File: src/hw/cmps_pkg.sv
// Function
// - Rectifier drives stay off until the soft-start level flag is set.
// - Second rectifier drive only active with the half duty limit.
// - Unconnected dead-time inputs give the minimum dead time.
// - Dead time applies only after soft start has finished.
// - Current sense is ignored for a blanking interval after primary rise.
// - Fixed variant uses a fixed blanking interval and fixed dead time.
// - Primary on-time is at least blanking interval plus a logic delay, unless the duty limit or the next cycle start ends it sooner.
// - Skip a pulse when error level is low and last duty under a quarter.
// - While skipping, rectifiers on after soft start, off during it.
// - In half duty mode both primaries skip equal numbers of pulses.
// - Duty limit strap decodes rail, open and ground as full, 75, 50.
// - Second primary drive only active with the half duty limit.
// - With 75 percent and external clock, limit follows clock low phase.
// - Primary set at cycle start, cleared by the peak current comparator.
// - Current limit trip ends the pulse and signals the hiccup event.
// - External clock runs at twice switching rate; two periods per cycle.
// - The synchronisation clock is inverted before timing cycles.
package cmps_pkg;

    localparam int CLK_NS = 10;
    localparam int DEAD_MIN_NS = 8;
    localparam int FIXED_NS = 50;
    localparam int CNT_W = 16;

    // Least times round up to whole cycles
    localparam logic [7:0] DEAD_MIN_CYC =
        8'((DEAD_MIN_NS + CLK_NS - 1) / CLK_NS);
    localparam logic [7:0] FIXED_CYC = 8'((FIXED_NS + CLK_NS - 1) / CLK_NS);
    localparam logic [7:0] LOGIC_DLY_CYC = 8'h01;
    localparam logic [CNT_W-1:0] PERIOD_RST = 16'hffff;
    localparam logic [1:0] STRAP_WAIT = 2'h3;

    // Duty limit strap sense codes
    localparam logic [1:0] DLS_GND = 2'h0;
    localparam logic [1:0] DLS_RAIL = 2'h1;
    localparam logic [1:0] DLS_FLOAT = 2'h2;

    typedef enum logic [4:0] {
        S_IDLE = 5'h01,
        S_LEAD = 5'h02,
        S_ON = 5'h04,
        S_TRAIL = 5'h08,
        S_REST = 5'h10
    } cmps_state_t;

    typedef struct packed {
        logic ext_sync_mode;
        logic blank_fixed;
        logic dead_float;
        logic [1:0] duty_limit_select;
        logic [7:0] blank_time_set;
        logic [3:0] dead_time_a_set;
        logic [3:0] dead_time_b_set;
    } cmps_cfg_t;

    typedef struct packed {
        logic ss_done;
        logic comp_low;
        logic pwm_trip;
        logic ilim;
    } cmps_cmp_t;

    typedef struct packed {
        logic primary_drive_a;
        logic primary_drive_b;
        logic rectifier_drive_a;
        logic rectifier_drive_b;
    } cmps_drive_t;

endpackage : cmps_pkg

File: src/hw/cmps_sync.sv
`timescale 1ns/100ps
module cmps_sync #(
    parameter int W = 1
) (
    input wire logic clk_i,
    input wire logic rst_b_i,
    input wire logic [W-1:0] d_i,
    output logic [W-1:0] q_o
);

    // Two flip-flops per bit
    for (genvar i = 0; i < W; i++) begin : g_bit
        logic meta_r;
        logic hold_r;
        always_ff @(posedge clk_i or negedge rst_b_i) begin
            if (!rst_b_i) begin
                meta_r <= 1'b0;
                hold_r <= 1'b0;
            end else begin
                meta_r <= d_i[i];
                hold_r <= meta_r;
            end
        end
        assign q_o[i] = hold_r;
    end

endmodule : cmps_sync

File: src/hw/cmps_top.sv
`timescale 1ns/100ps
module cmps_top (
    input wire logic clk_i,
    input wire logic rst_b_i,
    input wire cmps_pkg::cmps_cfg_t cfg_i,
    input wire cmps_pkg::cmps_cmp_t cmp_i,
    input wire logic sync_clk_i,
    input wire logic osc_clk_i,
    output cmps_pkg::cmps_drive_t drive_o,
    output logic ocp_event_o,
    output logic skip_o
);

    localparam int SW = $bits(cmps_pkg::cmps_cfg_t)
        + $bits(cmps_pkg::cmps_cmp_t) + 2;

    logic [SW-1:0] sync_w;
    cmps_pkg::cmps_cfg_t cfg_s;
    cmps_pkg::cmps_cmp_t cmp_s;
    logic sync_s;
    logic osc_s;

    // All pin inputs pass two flip-flops
    cmps_sync #(.W(SW)) u_sync (
        .clk_i(clk_i),
        .rst_b_i(rst_b_i),
        .d_i({cfg_i, cmp_i, sync_clk_i, osc_clk_i}),
        .q_o(sync_w)
    );
    assign {cfg_s, cmp_s, sync_s, osc_s} = sync_w;

    // Timing group state
    logic sel_d_r, sel_d_nxt;
    logic phase_r, phase_nxt;
    logic [15:0] per_cnt_r, per_cnt_nxt;
    logic [15:0] period_r, period_nxt;
    logic start_pend_r, start_pend_nxt;
    logic [1:0] strap_cnt_r, strap_cnt_nxt;
    logic [1:0] dls_r, dls_nxt;
    logic dls_vld_r, dls_vld_nxt;
    logic sel_w, rise_w, fall75_w, cycle_start_w, take_w;

    // Sequencer group state
    cmps_pkg::cmps_state_t st_r, st_nxt;
    logic [7:0] dcnt_r, dcnt_nxt;
    logic [15:0] on_cnt_r, on_cnt_nxt;
    logic [15:0] prev_on_r, prev_on_nxt;
    logic which_b_r, which_b_nxt;
    logic nxt_b_r, nxt_b_nxt;
    logic skip_pair_r, skip_pair_nxt;
    cmps_pkg::cmps_drive_t drive_nxt;
    logic ocp_nxt, skip_nxt;

    logic half_w, full_w;
    logic [7:0] blank_w, lead_w, trail_w;
    logic [15:0] min_on_w, on_inc_w, lim75_w;
    logic skip_cond_w, skip_go_w, past_blank_w, lim_hit_w, busy_w;

    // Cycle clock selection and edges
    // Edges ignored until strap valid: sync flops leave reset at 0, which
    // would otherwise look like a false clock edge
    always_comb begin
        sel_w = cfg_s.ext_sync_mode ? ~sync_s : osc_s;
        rise_w = sel_w & ~sel_d_r & dls_vld_r;
        fall75_w = ~sel_w & sel_d_r & ~phase_r & dls_vld_r;
        cycle_start_w = rise_w & ~phase_r;
    end

    // Period measure, pending start and strap capture
    always_comb begin
        sel_d_nxt = sel_w;
        phase_nxt = rise_w ? ~phase_r : phase_r;
        per_cnt_nxt = cycle_start_w ? 16'h0000 : per_cnt_r + 16'h0001;
        period_nxt = cycle_start_w ? per_cnt_r + 16'h0001 : period_r;
        start_pend_nxt = cycle_start_w | (start_pend_r & ~take_w);
        strap_cnt_nxt = strap_cnt_r;
        dls_nxt = dls_r;
        dls_vld_nxt = dls_vld_r;
        if (!dls_vld_r) begin
            if (strap_cnt_r == cmps_pkg::STRAP_WAIT) begin
                dls_nxt = cfg_s.duty_limit_select;
                dls_vld_nxt = 1'b1;
            end else begin
                strap_cnt_nxt = strap_cnt_r + 2'h1;
            end
        end
    end

    always_ff @(posedge clk_i or negedge rst_b_i) begin
        if (!rst_b_i) begin
            sel_d_r <= 1'b0;
            phase_r <= 1'b0;
            per_cnt_r <= 16'h0000;
            period_r <= cmps_pkg::PERIOD_RST;
            start_pend_r <= 1'b0;
            strap_cnt_r <= 2'h0;
            dls_r <= cmps_pkg::DLS_FLOAT;
            dls_vld_r <= 1'b0;
        end else begin
            sel_d_r <= sel_d_nxt;
            phase_r <= phase_nxt;
            per_cnt_r <= per_cnt_nxt;
            period_r <= period_nxt;
            start_pend_r <= start_pend_nxt;
            strap_cnt_r <= strap_cnt_nxt;
            dls_r <= dls_nxt;
            dls_vld_r <= dls_vld_nxt;
        end
    end

    // Mode decode, timing choices and pulse end terms
    always_comb begin
        half_w = dls_r == cmps_pkg::DLS_GND;
        full_w = dls_r == cmps_pkg::DLS_RAIL;
        blank_w = cfg_s.blank_fixed ? cmps_pkg::FIXED_CYC
            : cfg_s.blank_time_set;
        if (cfg_s.blank_fixed) begin
            lead_w = cmps_pkg::FIXED_CYC;
            trail_w = cmps_pkg::FIXED_CYC;
        end else if (cfg_s.dead_float) begin
            lead_w = cmps_pkg::DEAD_MIN_CYC;
            trail_w = cmps_pkg::DEAD_MIN_CYC;
        end else begin
            lead_w = {4'h0, cfg_s.dead_time_b_set};
            trail_w = {4'h0, cfg_s.dead_time_a_set};
        end
        if (lead_w == 8'h00) lead_w = cmps_pkg::DEAD_MIN_CYC;
        if (trail_w == 8'h00) trail_w = cmps_pkg::DEAD_MIN_CYC;
        min_on_w = {8'h00, blank_w} + {8'h00, cmps_pkg::LOGIC_DLY_CYC};
        on_inc_w = on_cnt_r + 16'h0001;
        past_blank_w = on_inc_w >= min_on_w;
        lim75_w = period_r - {2'h0, period_r[15:2]};
        if (full_w) begin
            lim_hit_w = 1'b0;
        end else if (half_w) begin
            lim_hit_w = on_inc_w >= {1'h0, period_r[15:1]};
        end else if (cfg_s.ext_sync_mode) begin
            lim_hit_w = fall75_w;
        end else begin
            lim_hit_w = on_inc_w >= lim75_w;
        end
        skip_cond_w = cmp_s.comp_low
            & ({prev_on_r, 2'h0} < {2'h0, period_r});
        skip_go_w = (half_w & nxt_b_r) ? skip_pair_r : skip_cond_w;
        take_w = (st_r == cmps_pkg::S_IDLE || st_r == cmps_pkg::S_REST)
            & start_pend_r & dls_vld_r;
    end

    // Pulse sequencer
    always_comb begin
        st_nxt = st_r;
        dcnt_nxt = dcnt_r;
        on_cnt_nxt = on_cnt_r;
        prev_on_nxt = prev_on_r;
        which_b_nxt = which_b_r;
        nxt_b_nxt = nxt_b_r;
        skip_pair_nxt = skip_pair_r;
        ocp_nxt = 1'b0;
        skip_nxt = 1'b0;
        case (st_r)
            cmps_pkg::S_IDLE, cmps_pkg::S_REST: begin
                if (take_w) begin
                    which_b_nxt = half_w & nxt_b_r;
                    nxt_b_nxt = half_w & ~nxt_b_r;
                    if (!(half_w & nxt_b_r)) skip_pair_nxt = skip_cond_w;
                    on_cnt_nxt = 16'h0000;
                    if (skip_go_w) begin
                        st_nxt = cmps_pkg::S_REST;
                        prev_on_nxt = 16'h0000;
                        skip_nxt = 1'b1;
                    end else if (cmp_s.ss_done) begin
                        st_nxt = cmps_pkg::S_LEAD;
                        dcnt_nxt = lead_w;
                    end else begin
                        st_nxt = cmps_pkg::S_ON;
                    end
                end
            end
            cmps_pkg::S_LEAD: begin
                dcnt_nxt = dcnt_r - 8'h01;
                if (dcnt_r <= 8'h01) st_nxt = cmps_pkg::S_ON;
            end
            cmps_pkg::S_ON: begin
                on_cnt_nxt = on_inc_w;
                ocp_nxt = past_blank_w & cmp_s.ilim;
                if (start_pend_r | lim_hit_w
                    | (past_blank_w & (cmp_s.pwm_trip | cmp_s.ilim))) begin
                    prev_on_nxt = on_inc_w;
                    if (cmp_s.ss_done) begin
                        st_nxt = cmps_pkg::S_TRAIL;
                        dcnt_nxt = trail_w;
                    end else begin
                        st_nxt = cmps_pkg::S_REST;
                    end
                end
            end
            cmps_pkg::S_TRAIL: begin
                dcnt_nxt = dcnt_r - 8'h01;
                if (dcnt_r <= 8'h01) st_nxt = cmps_pkg::S_REST;
            end
            default: st_nxt = cmps_pkg::S_IDLE;
        endcase
        busy_w = st_nxt == cmps_pkg::S_LEAD || st_nxt == cmps_pkg::S_ON
            || st_nxt == cmps_pkg::S_TRAIL;
        drive_nxt.primary_drive_a = st_nxt == cmps_pkg::S_ON & ~which_b_nxt;
        drive_nxt.primary_drive_b = st_nxt == cmps_pkg::S_ON & which_b_nxt
            & half_w;
        // Rectifiers on outside own pulse, only after soft start
        drive_nxt.rectifier_drive_a = cmp_s.ss_done & dls_vld_r
            & st_nxt != cmps_pkg::S_IDLE
            & ~(busy_w & ~which_b_nxt);
        drive_nxt.rectifier_drive_b = cmp_s.ss_done & half_w & dls_vld_r
            & st_nxt != cmps_pkg::S_IDLE
            & ~(busy_w & which_b_nxt);
    end

    always_ff @(posedge clk_i or negedge rst_b_i) begin
        if (!rst_b_i) begin
            st_r <= cmps_pkg::S_IDLE;
            dcnt_r <= 8'h00;
            on_cnt_r <= 16'h0000;
            prev_on_r <= 16'h0000;
            which_b_r <= 1'b0;
            nxt_b_r <= 1'b0;
            skip_pair_r <= 1'b0;
            drive_o <= '0;
            ocp_event_o <= 1'b0;
            skip_o <= 1'b0;
        end else begin
            st_r <= st_nxt;
            dcnt_r <= dcnt_nxt;
            on_cnt_r <= on_cnt_nxt;
            prev_on_r <= prev_on_nxt;
            which_b_r <= which_b_nxt;
            nxt_b_r <= nxt_b_nxt;
            skip_pair_r <= skip_pair_nxt;
            drive_o <= drive_nxt;
            ocp_event_o <= ocp_nxt;
            skip_o <= skip_nxt;
        end
    end
endmodule : cmps_top

File: config.mk
export PLATFORM = sky130hd
export DESIGN_NAME = cmps_top
export DESIGN_NICKNAME = d
export VERILOG_FILES = /design/src/hw/cmps_pkg.sv /design/src/hw/cmps_sync.sv /design/src/hw/cmps_top.sv
export SDC_FILE = /design/constraint.sdc
export NUM_CORES = 1
export LEC_CHECK = 0
export BUFFER_PORTS_ARGS = -buffer_cell sky130_fd_sc_hd__buf_2
export CORE_MARGIN = 2
export CORE_UTILIZATION = 60
export DETAILED_ROUTE_END_ITERATION = 12
export PLACE_DENSITY = 0.81
export REMOVE_ABC_BUFFERS = 1
export SETUP_SLACK_MARGIN = 0.3
export SYNTH_ARGS = -nofsm -noshare
export SYNTH_HDL_FRONTEND = slang
export SYNTH_HIERARCHICAL = 1
export SYNTH_SLANG_ARGS = --single-unit
File: constraint.sdc
create_clock -name clk_i -period 6.24 [get_ports clk_i]
set_input_delay 0.936 -clock clk_i [delete_from_list [all_inputs] [get_ports clk_i]]
set_output_delay 0.936 -clock clk_i [all_outputs]
set_load 0.02 [all_outputs]
==> results.sh <==
export IMPL_synth_cells=785
export IMPL_grt_use_met1=0.315
export IMPL_fin_nets=896
export IMPL_core_area_mm2=0.0132
export IMPL_r2r_start="period_r[2]"
export IMPL_clkLatencyLatePin_ps=440
export IMPL_drv_slew=0
export IMPL_place_hpwl_um=11700
export IMPL_cp_arrival_ps=5720
export IMPL_hold_buffers=0
export IMPL_fmax_mhz=185
export IMPL_cp_required_ps=6550
export IMPL_syn_area_per_cell_um2=10.3
export IMPL_finalInstanceArea_mm2=0.00886
export IMPL_p_int_mw=2.47
export IMPL_yosysTopAreaCell="dfrtp_1"
export IMPL_p_leak_nw=4.45
export IMPL_placed_cells=949
export IMPL_vias=5800
export IMPL_die_w_um=120
export IMPL_cts_root_buf="clkbuf_16"
export IMPL_cpPeakStageDelay_ps=650
export IMPL_r2r_slack_ps=830
export IMPL_overflow=0
export IMPL_drive_above_1_share=0.132
export IMPL_slowest_stage="o21ba_1"
export IMPL_crit_path_cell_trace="ha_1, inv_1, fa_1, a21o_1, a21oi_1, o21bai_1, a31o_2, a211oi_1, o31ai_1, a21oi_1, xnor2_1, ha_1, a31oi_1, o2111ai_1, a21oi_1, nor2_1, a221oi_2, buf_4, o21ba_1, mux2_1"
export IMPL_area_growth_pct=9.53
export IMPL_gr_usage_met2=0.423
export IMPL_slew_headroom=0.242
export IMPL_hold_path_end="u_sync/g_bit[17].hold_r"
export IMPL_rows=42
export IMPL_pwr_share_clk=0.283
export IMPL_cp_common_cell="a21oi_1"
export IMPL_clock_sinks=148
export IMPL_synth_area_mm2=0.00809
export IMPL_post_place_ws_ps=924
export IMPL_net_switching_power_mw=1.47
export IMPL_synth_cell_types=66
export IMPL_async_reset_ff_frac=1.00
export IMPL_synth_most_common_cell="dfrtp_1"
export IMPL_place_area_mm2=0.00822
export IMPL_drv_cap=0
export IMPL_combPwrFrac=0.395
export IMPL_grt_total_usage=0.250
export IMPL_synthSimpleGateAreaFrac=0.154
export IMPL_ys_warn_count=6
export IMPL_setup_worst_path_start_class="flop"
export IMPL_grt_busiest_layer="met2"
export IMPL_max_vdd_ir_drop_v=0.000209
export IMPL_synth_top_area_frac=0.402
export IMPL_synth_top_family_by_area="simple AND/OR/NAND/NOR gates"
export IMPL_fin_skew_ps=9.94
export IMPL_criticalPathCategory="flop to flop"
export IMPL_rsz0062_at_grt="false"
export IMPL_synth_seq_area_share=0.460
export IMPL_fin_crit_sh=0.867
export IMPL_ys_ff_latch=148
export IMPL_status="finished, final reports clean"
export IMPL_tightest_slew_ps=1140
export IMPL_wl_per_cell_um=17.0
export IMPL_fin_tns_setup_ps=0
export IMPL_cp_top_family="compound AO/OA/AOI/OAI gates"
export IMPL_r2r_cells=20
export IMPL_fin_crit_ps=5410
export IMPL_io_pins=35
export IMPL_r2r_end="prev_on_r[7]"
export IMPL_worstSetupEndpointType="flop"
export IMPL_wl_um=16600
export IMPL_synth_area_leaders="dfrtp_1 (40%), ha_1 (11%), dfstp_2 (5.8%)"
export IMPL_grt_util_met3=0.0570
export IMPL_routed_via_density=5.91
export IMPL_pwr_density_cell_mw_per_mm2=445
export IMPL_synth_xor_area_share=0.0530
export IMPL_finalNonFillerCells=981
export IMPL_synth_edff_count=0
export IMPL_die_area_mm2=0.0144
export IMPL_drt_iter0_drc=400
export IMPL_grt_max_degree=78
export IMPL_grt_pass1_wl_um=28700
export IMPL_synth_compound_area_frac=0.127
export IMPL_cts_buffers=17
export IMPL_start_util=0.613
export IMPL_cts_resized_gates=0
export IMPL_p_seq_frac=0.321
export IMPL_setup_slack_ps=832
export IMPL_antennaDiodeCount=0
export IMPL_die_y_um=120
export IMPL_synthAdderAreaFrac=0.117
export IMPL_postCtsSetupBuffers=0
export IMPL_antenna_found_initial=0
export IMPL_first_global_vias=6018
export IMPL_worst_path_max_fanout=16
export IMPL_swShare=0.373
export IMPL_ys_flop_type="dfrtp_1"
export IMPL_holdPathStages=0
export IMPL_port_buffers=34
export IMPL_cts_tree="yes"
export IMPL_synth_cells_most_frequent="dfrtp_1 (130), ha_1 (74), nor2_1 (73)"
export IMPL_hold_class="flop to flop"
export IMPL_drtAntennaViolNets=0
export IMPL_remaining_drc_errors=0
export IMPL_critPathBufInv=2
export IMPL_setup_viol=0
export IMPL_clk_pin_slew_ps=60
export IMPL_cts_htree_levels=4
export IMPL_yosys_mux_area_fraction=0.0283
export IMPL_clk_path_buf_depth=2
export IMPL_n_fill_cell=988
export IMPL_first_pass_iters=7
export IMPL_min_from="u_sync/g_bit[17].meta_r"
export IMPL_hold_viol=0
export IMPL_power_total_mw=3.94
export IMPL_gp_congestion=0.884
==> power by group through the flow <==
stage                     registers, mW  clock network (mW)  logic (mW)
after floorplan                    1.25                   0        1.16
after global placement             1.27                   0        1.42
after detailed placement           1.28                   0        1.51
after CTS                          1.27                1.13        1.55
after global routing               1.29                1.18        1.77
final                              1.27                1.12        1.56
==> worst max-delay path by stage <==
stage | from | to | cells after the start
final | period_r[2] | prev_on_r[7] | 20
after detailed placement | period_r[2] | prev_on_r[7] | 20
after floorplan | period_r[2] | prev_on_r[14] | 19
after CTS | period_r[2] | prev_on_r[7] | 20
after global routing | period_r[2] | prev_on_r[7] | 20
after global placement | period_r[2] | prev_on_r[0] | 21
==> metrics by stage <==
stage	hold slack [ps]	util
final	348	0.672
after global routing	354	0.672
after CTS	349	0.672
after detailed placement	335	0.623
after global placement	332	0.623
after floorplan	331	-
==> layout by cell type (no fill, tap or decap), types with 4 or more instances in the layout <==
cell       instances
a2111oi_0          5
a211oi_1          10
a21o_1            22
a21oi_1           40
a31oi_1            9
and2_1            11
and3_1            13
buf_2             33
buf_4              4
bufinv_16          4
clkbuf_16         17
dfrtp_1          130
dfstp_2           18
ha_1              74
inv_1             49
inv_6              4
mux2_1            11
mux2_2             4
mux2i_1            6
nand2_1           48
nand2b_1           5
nand3_1           28
nand4_1           12
nor2_1            73
nor2b_1            8
nor3_1             8
nor3b_1            4
o211ai_1           4
o21ai_0           17
o21ai_1            9
o31ai_1            5
or2_2              5
xnor2_1           25
xor2_1            24
==> registers in the layout, summed over array words and instances (netlist names), 2 cells and up <==
| signal | count |
|---|---|
| dcnt_r | 8 |
| dls_r | 2 |
| drive_o | 4 |
| on_cnt_r | 16 |
| per_cnt_r | 16 |
| period_r | 16 |
| prev_on_r | 16 |
| st_r | 5 |
| strap_cnt_r | 2 |
| u_sync/g_bit.hold_r | 27 |
| u_sync/g_bit.meta_r | 27 |
==> final cells by class <==
type,count,area (um^2),share of cell area
Multi-Input combinational cell,538,3880,0.438
Inverter,49,184,0.0208
Sequential cell,148,3730,0.420
Clock inverter,14,215,0.0243
Tap cell,176,220,0.0248
Timing Repair Buffer,38,206,0.0233
Clock buffer,18,429,0.0484
==> cell families after synthesis <==
group                      Yosys count
AOI/OAI and AO/OA                  153
xor gates and xnor gates            49
adders and majority gates           75
buffers and inverters               99
DFF                                148
muxes                               21
and+or+nand+nor                    240
==> metal layers <==
metal | vias up | wire [um] | part of all wire
met5 | - | 0 | 0
met4 | 0 | 310 | 0.019
met3 | 35 | 664 | 0.040
met2 | 147 | 8560 | 0.51
met1 | 2850 | 7110 | 0.43
li1 | 2768 | - | -
Power figures use the tool's default switching activity.
